$ cat src/rtl/icaf_pkg.sv
package icaf_pkg;

  // register byte offsets on the apb slave
  localparam logic [7:0] OFS_MODE      = 8'h00;
  localparam logic [7:0] OFS_STA_LO    = 8'h04;
  localparam logic [7:0] OFS_STA_HI    = 8'h08;
  localparam logic [7:0] OFS_HASH_0    = 8'h0c;
  localparam logic [7:0] OFS_HASH_1    = 8'h10;
  localparam logic [7:0] OFS_HASH_2    = 8'h14;
  localparam logic [7:0] OFS_HASH_3    = 8'h18;
  localparam logic [7:0] OFS_RX_RING   = 8'h1c;
  localparam logic [7:0] OFS_CTRL      = 8'h20;
  localparam logic [7:0] OFS_STATUS    = 8'h24;

  // operating mode word fields
  localparam int MODE_RX_DIS_BIT  = 0;
  localparam int MODE_TX_DIS_BIT  = 1;
  localparam int MODE_TX_CRC_BIT  = 3;
  localparam int MODE_LOOP_BIT    = 2;
  localparam int MODE_EXTLB_BIT   = 6;

  // control register fields
  localparam int CTRL_INIT_BIT = 0;
  localparam int CTRL_STRT_BIT = 1;

  // receive ring pointer fields
  localparam int RING_LEN_LSB  = 29;
  localparam logic [31:0] RING_WR_MASK = 32'he0ff_fff8;

  localparam logic [15:0] MODE_RST   = 16'h0000;
  localparam logic [31:0] CRC_PRESET = 32'hffff_ffff;
  localparam logic [31:0] CRC_POLY_R = 32'hedb8_8320;
  localparam int          ADDR_BITS  = 48;
  localparam logic [5:0]  ADDR_CNT_LAST = 6'h2f;

  typedef struct packed {
    logic        valid;
    logic [47:0] addr;
    logic        crc_given;
  } icaf_da_t;

  typedef struct packed {
    logic       done;
    logic       accept;
    logic       group;
    logic [5:0] index;
  } icaf_verdict_t;

endpackage

$ cat src/rtl/icaf_filter.sv
// Functional notes
// - tx disable blocks tx ring and sends
// - tx disable clears transmitter running at start
// - rx disable rejects all frames, no ring
// - rx disable clears receiver running at start
// - no transmit chaining during loopback
// - hash mask is four 16-bit words
// - first bit one means group address
// - crc all 48 bits, keep top six
// - index picks mask bit, accept or reject
// - broadcast accepted whenever receiver runs and rx disable is clear, bypasses hash
// - external loopback hashing needs tx crc disable
// - ring length field is power of two
// - ring reserved bits read zero
// - tx crc disable gives crc to receiver
module icaf_filter
  import icaf_pkg::*;
(
  input  wire logic        sys_clk_in,
  input  wire logic        sys_rst_in,
  input  wire logic        psel,
  input  wire logic        penable,
  input  wire logic        pwrite,
  input  wire logic [7:0]  paddr,
  input  wire logic [31:0] pwdata,
  output logic [31:0]      prdata,
  output logic             pready,
  output logic             pslverr,
  input  wire icaf_da_t    da_in,
  input  wire logic        tx_req_in,
  output icaf_verdict_t    verdict_out,
  output logic             tx_ring_en_out,
  output logic             tx_start_out,
  output logic             tx_append_crc_out,
  output logic             tx_chain_en_out,
  output logic             rx_ring_en_out,
  output logic             rx_crc_check_out,
  output logic [7:0]       rx_ring_entries_out,
  output logic [23:0]      rx_ring_base_out,
  output logic             transmitter_running_out,
  output logic             receiver_running_out
);

  typedef enum logic [1:0] {ST_IDLE, ST_HASH, ST_DONE} icaf_state_t;

  logic [15:0]   mode;
  logic [47:0]   station;
  logic [63:0]   hash_mask;
  logic [31:0]   rx_ring;
  logic [1:0]    ctrl_pulse;
  logic [31:0]   status_word;
  logic          crc_busy;
  logic          crc_done;
  logic [5:0]    crc_index;
  icaf_state_t   state_r;
  icaf_state_t   state_nxt;
  icaf_verdict_t verdict_r;
  icaf_verdict_t verdict_nxt;
  logic          inited_r;
  logic          tx_run_r;
  logic          rx_run_r;
  logic          tx_start_r;
  logic [47:0]   da_r;
  logic          da_crc_r;
  logic          tx_append_r;
  logic          tx_chain_r;
  logic          rx_crc_chk_r;
  logic [7:0]    ring_entries_r;
  logic [23:0]   ring_base_r;
  logic          tx_ring_en_r;
  logic          rx_ring_en_r;

  wire tx_dis     = mode[MODE_TX_DIS_BIT];
  wire rx_dis     = mode[MODE_RX_DIS_BIT];
  wire loop_on    = mode[MODE_LOOP_BIT];
  wire ext_loop   = loop_on && mode[MODE_EXTLB_BIT];
  wire tx_crc_dis = mode[MODE_TX_CRC_BIT];
  wire init_cmd   = ctrl_pulse[CTRL_INIT_BIT];
  wire strt_cmd   = ctrl_pulse[CTRL_STRT_BIT];
  wire is_group   = da_r[0];
  wire is_bcast   = &da_r;
  wire hash_ok    = !ext_loop || tx_crc_dis;
  wire da_take    = da_in.valid && (state_r == ST_IDLE);

  icaf_apb_regs u_regs (
    .sys_clk_in     (sys_clk_in),
    .sys_rst_in     (sys_rst_in),
    .psel           (psel),
    .penable        (penable),
    .pwrite         (pwrite),
    .paddr          (paddr),
    .pwdata         (pwdata),
    .status_in      (status_word),
    .prdata         (prdata),
    .pready         (pready),
    .pslverr        (pslverr),
    .mode_out       (mode),
    .station_out    (station),
    .hash_mask_out  (hash_mask),
    .rx_ring_out    (rx_ring),
    .ctrl_pulse_out (ctrl_pulse)
  );

  icaf_hash_crc u_crc (
    .sys_clk_in (sys_clk_in),
    .sys_rst_in (sys_rst_in),
    .start_in   (da_take),
    .addr_in    (da_in.addr),
    .busy_out   (crc_busy),
    .done_out   (crc_done),
    .index_out  (crc_index)
  );

  assign status_word = {26'h0, crc_busy, verdict_r.accept, rx_run_r, tx_run_r,
                        1'b0, inited_r};

  // address filter sequencing
  always_comb
  begin
    state_nxt   = state_r;
    verdict_nxt = verdict_r;
    verdict_nxt.done = 1'b0;
    unique case (state_r)
      ST_IDLE:
        if (da_in.valid)
          state_nxt = ST_HASH;
      ST_HASH:
        if (crc_done)
        begin
          state_nxt          = ST_IDLE;
          verdict_nxt.done   = 1'b1;
          verdict_nxt.group  = is_group;
          verdict_nxt.index  = crc_index;
          if (rx_dis || !rx_run_r)
            verdict_nxt.accept = 1'b0;
          else if (is_bcast)
            verdict_nxt.accept = 1'b1;
          else if (is_group)
            verdict_nxt.accept = hash_ok && hash_mask[crc_index];
          else
            verdict_nxt.accept = (da_r == station);
        end
      ST_DONE:
        state_nxt = ST_IDLE;
    endcase
  end

  always_ff @(posedge sys_clk_in or posedge sys_rst_in)
  begin
    if (sys_rst_in)
    begin
      state_r   <= ST_IDLE;
      verdict_r <= '0;
      da_r      <= 48'h0;
      da_crc_r  <= 1'b0;
    end
    else
    begin
      state_r   <= state_nxt;
      verdict_r <= verdict_nxt;
      if (da_take)
      begin
        da_r     <= da_in.addr;
        da_crc_r <= da_in.crc_given;
      end
    end
  end

  // running flags follow init and start commands
  always_ff @(posedge sys_clk_in or posedge sys_rst_in)
  begin
    if (sys_rst_in)
    begin
      inited_r   <= 1'b0;
      tx_run_r   <= 1'b0;
      rx_run_r   <= 1'b0;
      tx_start_r <= 1'b0;
    end
    else
    begin
      if (init_cmd)
      begin
        inited_r <= 1'b1;
        tx_run_r <= 1'b0;
        rx_run_r <= 1'b0;
      end
      else if (strt_cmd && inited_r)
      begin
        tx_run_r <= !tx_dis;
        rx_run_r <= !rx_dis;
      end
      tx_start_r <= tx_req_in && tx_run_r && !tx_dis;
    end
  end

  // decoded controls registered so every pin leaves a flop
  always_ff @(posedge sys_clk_in or posedge sys_rst_in)
  begin
    if (sys_rst_in)
    begin
      tx_append_r    <= 1'b1;
      tx_chain_r     <= 1'b1;
      rx_crc_chk_r   <= 1'b1;
      ring_entries_r <= 8'h01;
      ring_base_r    <= 24'h00_0000;
      tx_ring_en_r   <= 1'b0;
      rx_ring_en_r   <= 1'b0;
    end
    else
    begin
      tx_append_r    <= !tx_crc_dis;
      tx_chain_r     <= !loop_on;
      rx_crc_chk_r   <= tx_crc_dis || !loop_on;
      ring_entries_r <= 8'h01 << rx_ring[RING_LEN_LSB +: 3];
      ring_base_r    <= {rx_ring[23:3], 3'b000};
      tx_ring_en_r   <= tx_run_r && !tx_dis;
      rx_ring_en_r   <= rx_run_r && !rx_dis;
    end
  end

  assign verdict_out             = verdict_r;
  assign tx_ring_en_out          = tx_ring_en_r;
  assign tx_start_out            = tx_start_r;
  assign tx_append_crc_out       = tx_append_r;
  assign tx_chain_en_out         = tx_chain_r;
  assign rx_ring_en_out          = rx_ring_en_r;
  assign rx_crc_check_out        = rx_crc_chk_r;
  assign rx_ring_entries_out     = ring_entries_r;
  assign rx_ring_base_out        = ring_base_r;
  assign transmitter_running_out = tx_run_r;
  assign receiver_running_out    = rx_run_r;

  a_bcast_accept: assert property (@(posedge sys_clk_in) disable iff (sys_rst_in)
    (state_r == ST_HASH && crc_done && is_bcast && rx_run_r && !rx_dis)
    |=> verdict_r.accept) else $error("broadcast rejected");

  a_rx_disable: assert property (@(posedge sys_clk_in) disable iff (sys_rst_in)
    (state_r == ST_HASH && crc_done && rx_dis) |=> !verdict_r.accept)
    else $error("frame accepted with receiver disabled");

  a_tx_disable: assert property (@(posedge sys_clk_in) disable iff (sys_rst_in)
    tx_dis |-> ##1 !tx_start_out) else $error("transmit while disabled");

  a_tx_run_clear: assert property (@(posedge sys_clk_in) disable iff (sys_rst_in)
    (strt_cmd && inited_r && !init_cmd && tx_dis) |=> !transmitter_running_out)
    else $error("tx running not cleared");

  a_rx_run_clear: assert property (@(posedge sys_clk_in) disable iff (sys_rst_in)
    (strt_cmd && inited_r && !init_cmd && rx_dis) |=> !receiver_running_out)
    else $error("rx running not cleared");

  a_hash_select: assert property (@(posedge sys_clk_in) disable iff (sys_rst_in)
    (state_r == ST_HASH && crc_done && is_group && !is_bcast && rx_run_r
     && !rx_dis && hash_ok)
    |=> verdict_r.accept == $past(hash_mask[crc_index]))
    else $error("hash mask bit not honoured");

  a_hash_latency: assert property (@(posedge sys_clk_in) disable iff (sys_rst_in)
    (state_r == ST_IDLE && da_in.valid) |-> ##[1:50] verdict_r.done)
    else $error("hash verdict late");

  a_loop_chain: assert property (@(posedge sys_clk_in) disable iff (sys_rst_in)
    loop_on |=> !tx_chain_en_out) else $error("chaining in loopback");

  a_ring_res: assert property (@(posedge sys_clk_in) disable iff (sys_rst_in)
    rx_ring[28:24] == 5'h00 && rx_ring[2:0] == 3'h0)
    else $error("ring reserved bits set");

  a_ext_hash: assert property (@(posedge sys_clk_in) disable iff (sys_rst_in)
    (state_r == ST_HASH && crc_done && is_group && !is_bcast && ext_loop
     && !tx_crc_dis) |=> !verdict_r.accept)
    else $error("hash in ext loopback without crc disable");

  a_group_flag: assert property (@(posedge sys_clk_in) disable iff (sys_rst_in)
    (state_r == ST_HASH && crc_done)
    |=> verdict_r.group == $past(da_r[0]))
    else $error("group flag not from first bit");

  a_ring_length: assert property (@(posedge sys_clk_in) disable iff (sys_rst_in)
    $onehot(rx_ring_entries_out) && rx_ring_entries_out[$past(rx_ring[31:29])])
    else $error("ring entry count not a power of two");

  a_crc_share: assert property (@(posedge sys_clk_in) disable iff (sys_rst_in)
    tx_crc_dis |=> !tx_append_crc_out && rx_crc_check_out)
    else $error("crc not handed to receiver");

  a_init_clear: assert property (@(posedge sys_clk_in) disable iff (sys_rst_in)
    init_cmd |=> !transmitter_running_out && !receiver_running_out)
    else $error("init left a running flag set");

  a_tx_ring_off: assert property (@(posedge sys_clk_in) disable iff (sys_rst_in)
    tx_dis |=> !tx_ring_en_out)
    else $error("tx ring enabled while disabled");

  a_rx_ring_off: assert property (@(posedge sys_clk_in) disable iff (sys_rst_in)
    rx_dis |=> !rx_ring_en_out)
    else $error("rx ring enabled while disabled");

  a_station_match: assert property (@(posedge sys_clk_in) disable iff (sys_rst_in)
    (state_r == ST_HASH && crc_done && !is_group && rx_run_r && !rx_dis)
    |=> verdict_r.accept == $past(da_r == station))
    else $error("unicast filter mismatch");

endmodule

$ cat src/rtl/icaf_hash_crc.sv
module icaf_hash_crc
  import icaf_pkg::*;
(
  input  wire logic        sys_clk_in,
  input  wire logic        sys_rst_in,
  input  wire logic        start_in,
  input  wire logic [47:0] addr_in,
  output logic             busy_out,
  output logic             done_out,
  output logic [5:0]       index_out
);

  logic [31:0] crc_r;
  logic [47:0] sh_r;
  logic [5:0]  cnt_r;
  logic        busy_r;
  logic        done_r;
  logic [5:0]  idx_r;
  logic        fb;
  logic [31:0] crc_nxt;
  logic [31:0] crc_msb;

  // lsb-first serial crc, bit order of transmission
  assign fb      = crc_r[0] ^ sh_r[0];
  assign crc_nxt = (crc_r >> 1) ^ (fb ? CRC_POLY_R : 32'h0000_0000);
  assign crc_msb = crc_nxt;

  always_ff @(posedge sys_clk_in or posedge sys_rst_in)
  begin
    if (sys_rst_in)
    begin
      crc_r  <= CRC_PRESET;
      sh_r   <= 48'h0;
      cnt_r  <= 6'h0;
      busy_r <= 1'b0;
      done_r <= 1'b0;
      idx_r  <= 6'h0;
    end
    else
    begin
      done_r <= 1'b0;
      if (start_in && !busy_r)
      begin
        crc_r  <= CRC_PRESET;
        sh_r   <= addr_in;
        cnt_r  <= 6'h0;
        busy_r <= 1'b1;
      end
      else if (busy_r)
      begin
        crc_r <= crc_nxt;
        sh_r  <= sh_r >> 1;
        cnt_r <= cnt_r + 6'h1;
        if (cnt_r == ADDR_CNT_LAST)
        begin
          busy_r <= 1'b0;
          done_r <= 1'b1;
          // six most significant crc bits, reflected register holds msb in bit 0
          idx_r  <= {crc_msb[0], crc_msb[1], crc_msb[2],
                     crc_msb[3], crc_msb[4], crc_msb[5]};
        end
      end
    end
  end

  assign busy_out  = busy_r;
  assign done_out  = done_r;
  assign index_out = idx_r;

endmodule

$ cat src/rtl/icaf_apb_regs.sv
module icaf_apb_regs
  import icaf_pkg::*;
(
  input  wire logic        sys_clk_in,
  input  wire logic        sys_rst_in,
  input  wire logic        psel,
  input  wire logic        penable,
  input  wire logic        pwrite,
  input  wire logic [7:0]  paddr,
  input  wire logic [31:0] pwdata,
  input  wire logic [31:0] status_in,
  output logic [31:0]      prdata,
  output logic             pready,
  output logic             pslverr,
  output logic [15:0]      mode_out,
  output logic [47:0]      station_out,
  output logic [63:0]      hash_mask_out,
  output logic [31:0]      rx_ring_out,
  output logic [1:0]       ctrl_pulse_out
);

  logic [15:0] mode_r;
  logic [47:0] sta_r;
  logic [63:0] hash_r;
  logic [31:0] ring_r;
  logic [31:0] rdata_r;
  logic        err_r;
  logic [1:0]  pulse_r;
  logic        acc;
  logic        wr;
  logic        hit;
  logic [31:0] rd_mux;

  assign acc = psel && penable;
  assign wr  = acc && pwrite && pready;
  assign hit = (paddr <= OFS_STATUS) && (paddr[1:0] == 2'b00);

  always_comb
  begin
    rd_mux = 32'h0000_0000;
    unique case (paddr)
      OFS_MODE:    rd_mux = {16'h0000, mode_r};
      OFS_STA_LO:  rd_mux = sta_r[31:0];
      OFS_STA_HI:  rd_mux = {16'h0000, sta_r[47:32]};
      OFS_HASH_0:  rd_mux = {16'h0000, hash_r[15:0]};
      OFS_HASH_1:  rd_mux = {16'h0000, hash_r[31:16]};
      OFS_HASH_2:  rd_mux = {16'h0000, hash_r[47:32]};
      OFS_HASH_3:  rd_mux = {16'h0000, hash_r[63:48]};
      OFS_RX_RING: rd_mux = ring_r;
      OFS_STATUS:  rd_mux = status_in;
      default:     rd_mux = 32'h0000_0000;
    endcase
  end

  // single wait state: answer one cycle after access phase begins
  always_ff @(posedge sys_clk_in or posedge sys_rst_in)
  begin
    if (sys_rst_in)
    begin
      mode_r  <= MODE_RST;
      sta_r   <= 48'h0;
      hash_r  <= 64'h0;
      ring_r  <= 32'h0000_0000;
      rdata_r <= 32'h0000_0000;
      err_r   <= 1'b0;
      pulse_r <= 2'b00;
    end
    else
    begin
      pulse_r <= 2'b00;
      if (acc && !pready)
      begin
        rdata_r <= pwrite ? 32'h0000_0000 : rd_mux;
        err_r   <= !hit;
      end
      else
      begin
        err_r <= 1'b0;
      end
      // writes land on the edge that completes the transfer
      if (wr)
      begin
        unique case (paddr)
          OFS_MODE:    mode_r         <= pwdata[15:0];
          OFS_STA_LO:  sta_r[31:0]    <= pwdata;
          OFS_STA_HI:  sta_r[47:32]   <= pwdata[15:0];
          OFS_HASH_0:  hash_r[15:0]   <= pwdata[15:0];
          OFS_HASH_1:  hash_r[31:16]  <= pwdata[15:0];
          OFS_HASH_2:  hash_r[47:32]  <= pwdata[15:0];
          OFS_HASH_3:  hash_r[63:48]  <= pwdata[15:0];
          OFS_RX_RING: ring_r         <= pwdata & RING_WR_MASK;
          OFS_CTRL:    pulse_r        <= pwdata[1:0];
          default:     ;
        endcase
      end
    end
  end

  logic rdy_r;
  always_ff @(posedge sys_clk_in or posedge sys_rst_in)
  begin
    if (sys_rst_in)
      rdy_r <= 1'b0;
    else
      rdy_r <= acc && !rdy_r;
  end

  assign pready         = rdy_r;
  assign pslverr        = err_r;
  assign prdata         = rdata_r;
  assign mode_out       = mode_r;
  assign station_out    = sta_r;
  assign hash_mask_out  = hash_r;
  assign rx_ring_out    = ring_r;
  assign ctrl_pulse_out = pulse_r;

endmodule

$ cat config.mk
export PLATFORM = sky130hd
export DESIGN_NAME = icaf_filter
export DESIGN_NICKNAME = d
export VERILOG_FILES = /design/src/rtl/icaf_pkg.sv /design/src/rtl/icaf_filter.sv /design/src/rtl/icaf_hash_crc.sv /design/src/rtl/icaf_apb_regs.sv
export SDC_FILE = /design/constraint.sdc
export NUM_CORES = 1
export LEC_CHECK = 0
export BUFFER_PORTS_ARGS = -buffer_cell sky130_fd_sc_hd__buf_4
export CORE_UTILIZATION = 34
export CTS_CLUSTER_DIAMETER = 80
export DETAILED_ROUTE_END_ITERATION = 7
export MAX_ROUTING_LAYER = met4
export PLACE_DENSITY_LB_ADDON = 0.08
export SETUP_SLACK_MARGIN = 0.3
export SKIP_CTS_REPAIR_TIMING = 1
export SLEW_MARGIN = 20
export SYNTH_ARGS = -nofsm -noshare
export SYNTH_HDL_FRONTEND = slang
export SYNTH_SLANG_ARGS = --single-unit
$ cat constraint.sdc
create_clock -name sys_clk_in -period 37.4 [get_ports sys_clk_in]
set_input_delay 5.61 -clock sys_clk_in [delete_from_list [all_inputs] [get_ports sys_clk_in]]
set_output_delay 5.61 -clock sys_clk_in [all_outputs]
set_load 0.02 [all_outputs]
==> results_tabular.tex, run 1 <==
\begin{tabular}{lr}
\hline
Metric & Value \\
\hline
\multicolumn{2}{l}{\textbf{Yosys}} \\
\quad Post-Syn Instances & around 1500 \\
\quad Syn Area/Cell & between 10 and 15 sq um \\
\quad Synth Flop Type & sky130\_fd\_sc\_hd\_\_dfrtp\_1 \\
\quad Proportion of synthesized flip-flops having asynchronous set or reset & 1.000 \\
\quad Top cell type's share of synthesized area & 0.5114 \\
\quad Warnings from Yosys & 0 \\
\quad Mapped cell area & approximately 17000 sq um \\
\quad Synth top area cells & sky130\_fd\_sc\_hd\_\_dfrtp\_1, sky130\_fd\_sc\_hd\_\_mux2\_2, sky130\_fd\_sc\_hd\_\_nand2\_1 \\
\quad Number of enable-type register cells in the synthesized netlist & 0 \\
\quad Number of distinct library cells after synthesis & 73 \\
\quad Seq cells post-synth & roughly 380 \\
\quad Share of the yosys chip area belonging to registers & 0.5680 \\
\quad Yosys top cell by area & sky130\_fd\_sc\_hd\_\_dfrtp\_1 \\
\multicolumn{2}{l}{\textbf{Power and ir drop}} \\
\quad Total power per unit cell area & between 60 and 70 nW/um\^{}2 \\
\quad Total power & about 1.2 mW \\
\quad Lkg Pwr & about 10 nW \\
\quad Peak VDD IR & 45.56 uV \\
\multicolumn{2}{l}{\textbf{Place}} \\
\quad Area after DPL & 18630 sq um \\
\quad HPWL after DPL & roughly 35000 um \\
\quad Placer Congestion & about 0.9 \\
\quad Count of buffers inserted at the top-level ports & roughly 170 \\
\quad Number of instances in the placed design & around 2200 \\
\multicolumn{2}{l}{\textbf{Floorplan}} \\
\quad Floorplan Core Area & 48150 sq um \\
\quad Total die area & about 50000 sq um \\
\quad Chip Width & approximately 220 um \\
\quad Die outline height & about 220 um \\
\quad Row count & 80 \\
\quad I/O pin total & around 180 \\
\quad Starting Density & 0.3476 \\
\multicolumn{2}{l}{\textbf{Detailed routing}} \\
\quad Average wire per standard cell & 22.10 um \\
\quad Post-route DRC & 0 \\
\quad Total number of vias & $\sim$12000 \\
\quad Remaining antenna violation count after routing & 0 \\
\quad Initial DRC Count & 914 \\
\quad Per-cell via count in the routed design & around 5.1 \\
\quad Count of TritonRoute iterations in the first routing pass & 7 \\
\quad Total wire length & between 50000 and 60000 um \\
\multicolumn{2}{l}{\textbf{Cells and area}} \\
\quad Fraction of layout instances using a drive strength above 1 & 0.2731 \\
\quad Relative area change from synthesis to final layout & 20.62\% \\
\quad N\_diodes & 0 \\
\quad Share of the core filled with cells & 0.4192 \\
\quad Area of all placed cells without fillers & a little over 20000 sq um \\
\quad Net count, final & $\sim$1700 \\
\quad Total area of sequential cells & about 9500 sq um \\
\quad Fill count & 4682 \\
\quad Filler-free cell count of the finished design & between 2000 and 2500 \\
\quad Area of the multi-input gates & around 6800 sq um \\
\multicolumn{2}{l}{\textbf{Setup path}} \\
\quad Slowest CP cell & sky130\_fd\_sc\_hd\_\_and3\_1 \\
\quad Reg2Reg Setup Slack & $\sim$35 ns \\
\quad Crit start category & primary input \\
\quad Largest fanout on the critical path & 31 \\
\quad Worst path required time & 37.85 ns \\
\quad Critical path's top delay family & simple AND/OR/NAND/NOR gates \\
\quad WS Path Type & primary input to flop \\
\quad Cells along the critical path & buf\_4, nor4b\_2, and3\_1, mux2\_2 \\
\quad CP max stage delay & slightly below 0.9 ns \\
\quad Endpoint type of the worst setup path & flop \\
\quad Critical path buffer and inverter count & 1 \\
\quad Data arrival time of the critical path & 8.11 ns \\
\multicolumn{2}{l}{\textbf{Clock tree}} \\
\quad Clock tree root driver cell & sky130\_fd\_sc\_hd\_\_clkbuf\_16 \\
\quad Worst-skew pair later-pin latency & about 0.58 ns \\
\quad TritonCTS sink count & around 380 \\
\quad Clock tree from TritonCTS & built \\
\quad H-tree Lvls & 2 \\
\quad Clock transition at the register clock pins on the worst setup and hold paths after CTS & 0.06 ns \\
\quad Number of buffers created by CTS & 45 \\
\quad Deepest clock path buffer count & 3 \\
\multicolumn{2}{l}{\textbf{STA}} \\
\quad Total count of hold-check failures in the final report & 0 \\
\quad Number of pins exceeding their max-slew limit in the final report & 0 \\
\quad Final setup skew & roughly 0.019 ns \\
\quad Period utilisation layout & 0.2048 \\
\quad Worst Max-Slew Pin Slew & just over 1 ns \\
\quad RSZ-0062 raised after global routing & no \\
\quad Crit path time final & 7.660 ns \\
\quad \# setup viols final & 0 \\
\quad Maximum achievable frequency & 130.5 MHz \\
\quad Total negative setup slack & 0 ns \\
\quad Worst slew margin relative to its limit & 0.3142 \\
\multicolumn{2}{l}{\textbf{Worst hold path}} \\
\quad Class of the tightest hold or removal check & flop to flop \\
\multicolumn{2}{l}{\textbf{GRT}} \\
\quad Via count of the first global-routing pass & $\sim$12000 \\
\quad Total congestion overflow & 0 \\
\quad Number of antenna violations at the first check in global routing & 0 \\
\quad First-pass GRT wire length & roughly 77000 um \\
\quad Total track usage & 0.2120 \\
\quad Largest net degree at the start of global routing & 125 \\
\multicolumn{2}{l}{\textbf{Run status}} \\
\quad Outcome & finished clean \\
\multicolumn{2}{l}{\textbf{Run}} \\
\quad \# Max-Cap Violations & 0 \\
\hline
\end{tabular}
## flip-flops by register name, indices dropped and copies added (netlist names), 16 cells and up
name,count
u_regs.prdata,32
u_regs.mode_out,16
rx_ring_base_out,21
u_regs.hash_mask_out,64
u_crc.crc_r,32
u_crc.sh_r,48
u_regs.station_out,48
u_regs.rx_ring_out,24
da_r,48
## layer usage
metal / part of all wire / routed length, um / GRT usage
met5: 0 / 0 / -
met4: 0.026 / 1334 / 0.06010
met1: 0.47 / 24080 / 0.2964
met3: 0.043 / 2173 / 0.03659
met2: 0.46 / 23230 / 0.3161
## layout make-up
cell class / instances / area share
flip-flops and latches: 378 / 0.4711
multi-input cells: 976 / 0.3369
repair buffers: 195 / 0.07451
clock buffers: 65 / 0.06658
well taps: 656 / 0.04066
clock inverters: 19 / 0.007873
inverters: 11 / 0.002418
## power breakdown
part | internal, mW | switching (mW) | total [mW]
registers | 0.493 | 0.0712 | 0.564
logic | 0.0998 | 0.128 | 0.228
clock network | 0.264 | 0.176 | 0.440
## metrics by stage
step | hold slack (ns) | worst slack (ns)
2_1_floorplan | 0.3621 | 21.35
3_3_place_gp | 0.3851 | 29.23
3_5_place_dp | 0.3864 | 29.20
4_1_cts | 0.4020 | 29.81
5_1_grt | 0.4172 | 29.72
6_report | 0.4016 | 29.74
## final timing paths
kind	startpoint	endpoint	cells past startpoint
worst max-delay path	paddr[4]	u_regs.hash_mask_out[43]	4
min in group asynchronous	sys_rst_in	state_r[0]	2
worst min-delay path	u_regs.rx_ring_out[17]	rx_ring_base_out[17]	0
worst min register to register	u_regs.rx_ring_out[17]	rx_ring_base_out[17]	0
max in group asynchronous	sys_rst_in	u_regs.hash_mask_out[54]	4
worst max register to register	u_regs.pready	u_regs.rx_ring_out[19]	4
## synth_stat cells, types with 6 or more instances
master	n
sky130_fd_sc_hd__dfrtp_1	342
sky130_fd_sc_hd__nand2_1	270
sky130_fd_sc_hd__mux2_2	106
sky130_fd_sc_hd__a21oi_1	84
sky130_fd_sc_hd__mux2_1	63
sky130_fd_sc_hd__clkbuf_1	49
sky130_fd_sc_hd__a21o_1	47
sky130_fd_sc_hd__nor2_1	42
sky130_fd_sc_hd__o21ai_0	41
sky130_fd_sc_hd__dfstp_2	36
sky130_fd_sc_hd__xnor2_1	33
sky130_fd_sc_hd__a22oi_1	26
sky130_fd_sc_hd__xor2_1	25
sky130_fd_sc_hd__nor3_1	23
sky130_fd_sc_hd__buf_2	22
sky130_fd_sc_hd__o21ai_1	22
sky130_fd_sc_hd__nand4_1	20
sky130_fd_sc_hd__mux2i_1	19
sky130_fd_sc_hd__a22o_1	15
sky130_fd_sc_hd__nor4_1	15
sky130_fd_sc_hd__mux4_2	14
sky130_fd_sc_hd__buf_4	12
sky130_fd_sc_hd__inv_1	11
sky130_fd_sc_hd__and2_1	9
sky130_fd_sc_hd__buf_1	9
sky130_fd_sc_hd__nor2b_1	8
sky130_fd_sc_hd__o22ai_1	6
## cell usage in the layout, fill, tap and decap left out, drive strengths merged, types with 9 or more instances in the layout
cell,n
mux4,14
nor3,26
a21o,47
nand4,20
xnor2,33
xor2,25
o21ai,63
a21oi,84
a22o,15
inv,12
and2,9
dfstp,36
mux2,169
nor4,16
mux2i,19
clkinv,12
buf,195
a22oi,26
nor2,44
dfrtp,342
clkbuf,65
nand2,272
## logic make-up (layout without fill, tap and decap cells)
family,after synthesis,in the layout,synth area share
other,1,3,0.0002241
and+or+nand+nor,429,429,0.1191
adders and majority gates,1,1,0.0007476
DFF,378,378,0.5680
buffers and inverters,104,290,0.02811
muxes,202,202,0.1439
xor gates and xnor gates,58,58,0.03036
AOI/OAI and AO/OA,283,283,0.1095
## worst reg2reg max path: stages (launching register included)
cell	delay (ns)
sky130_fd_sc_hd__dfrtp_1	0.37
sky130_fd_sc_hd__nand4_1	0.45
sky130_fd_sc_hd__nor3_4	0.83
sky130_fd_sc_hd__buf_4	0.39
sky130_fd_sc_hd__mux2_2	0.38
No activity file was read; power rests on OpenSTA's default activity.
==> inputs of run 2 (changes only) <==
==> constraint.sdc (replaced) <==
create_clock -name sys_clk_in -period 6.2 [get_ports sys_clk_in]
set_input_delay 0.93 -clock sys_clk_in [delete_from_list [all_inputs] [get_ports sys_clk_in]]
set_output_delay 0.93 -clock sys_clk_in [all_outputs]
set_load 0.02 [all_outputs]
==> run 2 against run 1 <==
Compared with the run above:
- non-clock buffer count is 2 lower
- critical path depth stayed put
- first-iteration DRC count is 3.2% lower
- die area stayed put
- critical endpoint is now u_regs.hash_mask_out[44]
- largest cell class unchanged
==> results_tabular.tex, run 2 (same netlist as run 1, synthesis figures left out) <==
\begin{tabular}{lr}
\hline
Metric & Value \\
\hline
\multicolumn{2}{l}{\textbf{Run status}} \\
\quad Outcome & finished clean \\
\multicolumn{2}{l}{\textbf{GRT}} \\
\quad GR Layer Usage met1 & 0.2924 (-0.003935) \\
\quad Largest net degree at the start of global routing & 185 (+48\%) \\
\quad Total congestion overflow & 0 (unchanged) \\
\quad Layer carrying the most global-route usage & met2 \\
\quad Number of antenna violations at the first check in global routing & 0 (unchanged) \\
\quad Met3 usage in global routing & 0.02833 (-0.008263) \\
\quad Via count of the first global-routing pass & 12010 (+0.25\%) \\
\quad Total track usage & 0.2112 (-0.0008526) \\
\quad Met2 demand-to-capacity share in global routing & 0.3224 (+0.006231) \\
\quad First-pass GRT wire length & 77220 um (about the same) \\
\multicolumn{2}{l}{\textbf{Floorplan}} \\
\quad Row count & 80 (unchanged) \\
\quad I/O pin total & 179 (unchanged) \\
\quad Floorplan Core Area & 48150 sq um (unchanged) \\
\quad Total die area & 50110 sq um (unchanged) \\
\quad Die outline height & 223.8 um (unchanged) \\
\quad Chip Width & 223.8 um (unchanged) \\
\quad Starting Density & 0.3476 (unchanged) \\
\multicolumn{2}{l}{\textbf{Worst hold path}} \\
\quad Class of the tightest hold or removal check & primary input to async pin \\
\multicolumn{2}{l}{\textbf{STA}} \\
\quad Total negative setup slack & 0 ns (unchanged) \\
\quad Period utilisation layout & 0.4754 \\
\quad Number of pins exceeding their max-slew limit in the final report & 0 (unchanged) \\
\quad Maximum achievable frequency & 339.3 MHz \\
\quad Final setup skew & 0.01325 ns (-0.005817 ns) \\
\quad Worst Max-Slew Pin Slew & 1.103 ns (+0.07385 ns) \\
\quad RSZ-0062 raised after global routing & no \\
\quad Crit path time final & 2.947 ns \\
\quad Worst slew margin relative to its limit & 0.2650 (-0.04923) \\
\quad Total count of hold-check failures in the final report & 0 (unchanged) \\
\quad \# setup viols final & 0 (unchanged) \\
\multicolumn{2}{l}{\textbf{Detailed routing}} \\
\quad Average wire per standard cell & 21.99 um (-0.49\%) \\
\quad Post-route DRC & 0 (unchanged) \\
\quad Count of TritonRoute iterations in the first routing pass & 5 (-2) \\
\quad Total number of vias & 11850 (+0.77\%) \\
\quad Per-cell via count in the routed design & 5.156 (+0.85\%) \\
\quad Remaining antenna violation count after routing & 0 (unchanged) \\
\quad Total wire length & 50530 um (-0.58\%) \\
\quad Initial DRC Count & 885 (-3.2\%) \\
\multicolumn{2}{l}{\textbf{Clock tree}} \\
\quad Clock transition at the register clock pins on the worst setup and hold paths after CTS & 0.06 ns (about the same) \\
\quad Number of buffers created by CTS & 45 (unchanged) \\
\quad Clock tree root driver cell & sky130\_fd\_sc\_hd\_\_clkbuf\_16 \\
\quad Worst-skew pair later-pin latency & 0.57 ns (about the same) \\
\quad Clock tree from TritonCTS & built \\
\quad H-tree Lvls & 2 (unchanged) \\
\quad Deepest clock path buffer count & 3 (unchanged) \\
\quad TritonCTS sink count & 378 (unchanged) \\
\multicolumn{2}{l}{\textbf{Setup path}} \\
\quad Cells along the critical path & buf\_4, nor4b\_2, and3\_1, mux2\_2 \\
\quad Endpoint type of the worst setup path & flop \\
\quad Terminus of the critical flop-to-flop path & u\_regs.rx\_ring\_out[19] \\
\quad Data arrival time of the critical path & 3.39 ns (-4.72 ns) \\
\quad WS Path Type & primary input to flop \\
\quad Worst reg2reg path depth & 4 (unchanged) \\
\quad Worst path required time & 6.65 ns (-31.20 ns) \\
\quad Reg2Reg Launch Point & u\_regs.pready \\
\quad Slowest CP cell & sky130\_fd\_sc\_hd\_\_and3\_1 \\
\quad Largest fanout on the critical path & 31 (unchanged) \\
\quad Crit start category & primary input \\
\quad Reg2Reg Setup Slack & 3.62 ns (-31.24 ns) \\
\quad CP max stage delay & 0.90 ns (+0.02 ns) \\
\multicolumn{2}{l}{\textbf{Cells and area}} \\
\quad Fraction of layout instances using a drive strength above 1 & 0.2742 (+0.001109) \\
\quad Net count, final & 1702 (-0.12\%) \\
\quad Relative area change from synthesis to final layout & 21.50\% \\
\quad Most used cells in the layout excluding fill and tap cells & sky130\_fd\_sc\_hd\_\_dfrtp\_1, sky130\_fd\_sc\_hd\_\_nand2\_1, sky130\_fd\_sc\_hd\_\_buf\_4 \\
\quad Max FFs per register & 64 (unchanged) \\
\quad Leading cell type in the layout, fill and taps excluded & sky130\_fd\_sc\_hd\_\_dfrtp\_1 \\
\quad Share of the core filled with cells & 0.4223 (+0.003040) \\
\multicolumn{2}{l}{\textbf{Run}} \\
\quad \# Max-Cap Violations & 0 (unchanged) \\
\multicolumn{2}{l}{\textbf{Place}} \\
\quad Count of buffers inserted at the top-level ports & 174 (unchanged) \\
\quad Placer Congestion & 0.8742 (-1.4\%) \\
\quad HPWL after DPL & 34840 um (-1.5\%) \\
\multicolumn{2}{l}{\textbf{Power and ir drop}} \\
\quad Total power per unit cell area & 378.1 nW/um\^{}2 (+520\%) \\
\quad Lkg Pwr & 10.00 nW (+0.77\%) \\
\quad Peak VDD IR & 216.2 uV (+370\%) \\
\hline
\end{tabular}
[run 2: changes by cell type in the layout (fill, tap and decap cells not counted), sizes merged]
cell / previous run / this run
buf: 195 / 193
clkinv: 12 / 11
clkinvlp: 4 / 1
clkbuf: 65 / 63
bufinv: 2 / 8
diode: 0 / 1
inv: 12 / 11
[run 2: cell type report]
type                       instances  area, sq um
sequential                       378         9508
tap                              656        820.8
multi-input combinational        976         6800
fill                            4649        27820
antenna                            1        2.502
timing repair buffer             193         1494
clock inverter                    20        304.0
clock buffer                      63         1356
inverter                          11        45.04
[run 2: per-layer routing]
layer | routed length [um] | part of all wire
met1 | 24020 | 0.48
met2 | 23260 | 0.46
met3 | 2014 | 0.040
met4 | 1236 | 0.024
met5 | 0 | 0
[run 2: power by group]
part / internal, mW / switching (mW) / leakage, nW
clock network: 1.85 / 1.06 / 0.831
logic: 0.600 / 0.738 / 4.13
registers: 2.97 / 0.460 / 5.04
[run 2: per-stage QoR]
stage / power [mW] / instances / cell area (sq um) / setup WS (ns) / hold WS (ns)
4_1_cts: 7.798 / 2296 / 20300 / 3.322 / 0.3117
3_5_place_dp: 4.825 / 2213 / 18640 / 2.695 / 0.3831
5_1_grt: 8.111 / 2297 / 20330 / 3.164 / 0.3447
3_3_place_gp: 4.798 / 2213 / 18640 / 2.724 / 0.3838
6_report: 7.688 / 2298 / 20330 / 3.253 / 0.3356
2_1_floorplan: 4.340 / 1458 / 16740 / 0.2213 / 0.3621
[run 2: how the worst max path moves through the flow]
stage	start	endpoint	slack [ns]	cells past startpoint
floorplan	sys_rst_in	da_r[0]	0.22	1
global placement	paddr[2]	u_regs.prdata[4]	2.72	7
detailed placement	paddr[4]	u_regs.hash_mask_out[42]	2.69	4
CTS	paddr[4]	u_regs.hash_mask_out[45]	3.32	4
global route	paddr[4]	u_regs.hash_mask_out[44]	3.16	4
finish	paddr[4]	u_regs.hash_mask_out[44]	3.25	4
[run 2: critical path, delay by kind of cell]
| kind | cells | cell delay (ns) |
|---|---|---|
| buffers and inverters | 1 | 0.33 |
| AND/OR/NAND/NOR | 2 | 1.70 |
| multiplexers | 1 | 0.42 |
==> inputs of run 3 (changes only) <==
==> constraint.sdc (replaced) <==
create_clock -name sys_clk_in -period 2.5 [get_ports sys_clk_in]
set_input_delay 0.375 -clock sys_clk_in [delete_from_list [all_inputs] [get_ports sys_clk_in]]
set_output_delay 0.375 -clock sys_clk_in [all_outputs]
set_load 0.02 [all_outputs]
==> run 3 against run 2 <==
Compared with the run above:
- total power increased by 140%
- non-clock buffer count increased by 45
- worst setup slack worse by 2.7 ns
- final cell count increased by 2.0%
- critical path type is now flop to flop
==> results_tabular.tex, run 3 (same netlist as run 1, synthesis figures left out) <==
\begin{tabular}{lr}
\hline
Metric & Value \\
\hline
\multicolumn{2}{l}{\textbf{Worst hold path}} \\
\quad Class of the tightest hold or removal check & primary input to flop \\
\multicolumn{2}{l}{\textbf{Detailed routing}} \\
\quad Per-cell via count in the routed design & 5.148 (-0.16\%) \\
\quad Initial DRC Count & 981 (+11\%) \\
\quad Total number of vias & 12060 (+1.8\%) \\
\quad Count of TritonRoute iterations in the first routing pass & 6 (+1) \\
\quad Average wire per standard cell & 22.00 um (about the same) \\
\quad Post-route DRC & 0 (unchanged) \\
\quad Total wire length & 51540 um (+2.0\%) \\
\quad Remaining antenna violation count after routing & 0 (unchanged) \\
\multicolumn{2}{l}{\textbf{Cells and area}} \\
\quad Max FFs per register & 64 (unchanged) \\
\quad Area of the multi-input gates & 6800 sq um (unchanged) \\
\quad Fraction of layout instances using a drive strength above 1 & 0.2912 (+0.01700) \\
\quad Most used cells in the layout excluding fill and tap cells & sky130\_fd\_sc\_hd\_\_dfrtp\_1, sky130\_fd\_sc\_hd\_\_nand2\_1, sky130\_fd\_sc\_hd\_\_buf\_4 \\
\quad Leading cell type in the layout, fill and taps excluded & sky130\_fd\_sc\_hd\_\_dfrtp\_1 \\
\quad Fill count & 4601 (-1.0\%) \\
\quad Total area of sequential cells & 9509 sq um (about the same) \\
\quad Relative area change from synthesis to final layout & 24.01\% \\
\quad Net count, final & 1747 (+2.6\%) \\
\multicolumn{2}{l}{\textbf{Clock tree}} \\
\quad Clock tree from TritonCTS & built \\
\quad TritonCTS sink count & 378 (unchanged) \\
\quad Worst-skew pair later-pin latency & 0.58 ns (about the same) \\
\quad Clock transition at the register clock pins on the worst setup and hold paths after CTS & 0.06 ns (about the same) \\
\quad H-tree Lvls & 2 (unchanged) \\
\quad Number of buffers created by CTS & 45 (unchanged) \\
\quad Clock tree root driver cell & sky130\_fd\_sc\_hd\_\_clkbuf\_16 \\
\quad Deepest clock path buffer count & 3 (unchanged) \\
\multicolumn{2}{l}{\textbf{GRT}} \\
\quad Largest net degree at the start of global routing & 170 (-8.1\%) \\
\quad Via count of the first global-routing pass & 12270 (+2.2\%) \\
\quad Number of antenna violations at the first check in global routing & 0 (unchanged) \\
\quad Total congestion overflow & 0 (unchanged) \\
\quad First-pass GRT wire length & 78990 um (+2.3\%) \\
\quad Total track usage & 0.2165 (+0.005328) \\
\multicolumn{2}{l}{\textbf{Setup path}} \\
\quad Crit start category & flop \\
\quad Reg2Reg Setup Slack & 0.54 ns (-3.08 ns) \\
\quad WS Path Type & flop to flop \\
\quad Endpoint type of the worst setup path & flop \\
\quad Worst path required time & 3.00 ns (-3.65 ns) \\
\quad Data arrival time of the critical path & 2.46 ns (-0.93 ns) \\
\quad Largest fanout on the critical path & 3 (-90\%) \\
\multicolumn{2}{l}{\textbf{Floorplan}} \\
\quad I/O pin total & 179 (unchanged) \\
\quad Row count & 80 (unchanged) \\
\quad Starting Density & 0.3476 (unchanged) \\
\quad Total die area & 50110 sq um (unchanged) \\
\quad Chip Width & 223.8 um (unchanged) \\
\quad Die outline height & 223.8 um (unchanged) \\
\quad Floorplan Core Area & 48150 sq um (unchanged) \\
\multicolumn{2}{l}{\textbf{Power and ir drop}} \\
\quad Lkg Pwr & 10.22 nW (+2.2\%) \\
\quad Peak VDD IR & 518.6 uV (+140\%) \\
\quad Total power per unit cell area & 907.3 nW/um\^{}2 (+140\%) \\
\multicolumn{2}{l}{\textbf{Place}} \\
\quad Count of buffers inserted at the top-level ports & 174 (unchanged) \\
\quad HPWL after DPL & 37390 um (+7.3\%) \\
\quad Placer Congestion & 0.9147 (+4.6\%) \\
\multicolumn{2}{l}{\textbf{STA}} \\
\quad Period utilisation layout & 0.7852 \\
\quad Worst Max-Slew Pin Slew & 0.6694 ns (-0.4331 ns) \\
\quad Number of pins exceeding their max-slew limit in the final report & 0 (unchanged) \\
\quad Maximum achievable frequency & between 500 and 600 MHz \\
\quad Total negative setup slack & 0 ns (unchanged) \\
\quad Worst slew margin relative to its limit & 0.5521 (+0.2871) \\
\quad Crit path time final & between 1.5 and 2 ns \\
\quad Final setup skew & 0.01668 ns (+0.003430 ns) \\
\quad Worst hold slack after final layout & 0.01476 ns (-0.3208 ns) \\
\quad Total count of hold-check failures in the final report & 0 (unchanged) \\
\quad \# setup viols final & 0 (unchanged) \\
\quad RSZ-0062 raised after global routing & no \\
\multicolumn{2}{l}{\textbf{Run status}} \\
\quad Outcome & finished clean \\
\multicolumn{2}{l}{\textbf{Run}} \\
\quad \# Max-Cap Violations & 0 (unchanged) \\
\hline
\end{tabular}
[run 3: cell count changes in the layout (fill, tap and decap cells not counted), sizes merged]
cell	delta
buf	+44
clkbuf	+9
clkinv	-8
bufinv	-5
clkinvlp	+4
dlygate4sd3	+1
[run 3: layer usage]
metal  wire (um)  share of wire  GRT usage  vias up
li1            -              -          -     5526
met1       24200           0.47     0.3022     6116
met2       23340           0.45     0.3236      332
met3        2480          0.048    0.02925       87
met4        1508          0.029    0.07424        0
met5           0              0          -        -
[run 3: critical path, stage by stage (launching register included)]
cell	delay [ns]
sky130_fd_sc_hd__dfrtp_1	0.43
sky130_fd_sc_hd__xnor2_1	0.25
sky130_fd_sc_hd__nand4_1	0.12
sky130_fd_sc_hd__nor4_1	0.37
sky130_fd_sc_hd__nand4_1	0.14
sky130_fd_sc_hd__o31a_1	0.40
sky130_fd_sc_hd__o211ai_1	0.18
[run 3: area by class of cell]
cell class              count  area share
inverters                  11    0.002171
clock buffers              72     0.06940
repair buffers            238     0.09587
flip-flops and latches    378      0.4582
clock inverters            11    0.006934
well taps                 656     0.03955
multi-input cells         976      0.3277
diodes                      1   0.0001206
[run 3: worst paths after layout]
path	startpoint	endpoint	depth (start not counted)
worst max-delay path	da_r[2]	verdict_out[7]	6
worst min-delay path	tx_req_in	tx_start_out	2
worst max register to register	da_r[2]	verdict_out[7]	6
worst min register to register	u_regs.rx_ring_out[20]	rx_ring_base_out[20]	0
max in group asynchronous	sys_rst_in	u_regs.hash_mask_out[14]	5
min in group asynchronous	sys_rst_in	u_regs.hash_mask_out[60]	3
[run 3: metrics by stage]
| step | cells | power (mW) | cell area (sq um) | utilization | setup WS, ns |
|---|---|---|---|---|---|
| after floorplan | 1458 | 10.76 | 16740 | - | -2.924 |
| final | 2343 | 18.83 | 20750 | 0.4310 | 0.5369 |
| after global placement | 2258 | 12.02 | 19150 | 0.3978 | 0.3121 |
| after CTS | 2341 | 19.10 | 20740 | 0.4307 | 0.4085 |
| after global routing | 2342 | 19.91 | 20750 | 0.4310 | 0.4309 |
| after detailed placement | 2258 | 12.12 | 19150 | 0.3978 | 0.3499 |
[run 3: report_power, final]
group          internal, mW  leakage, nW  switching [mW]
logic                  1.58         4.41            1.95
registers              7.38         5.04            1.05
clock network          4.25        0.770            2.62
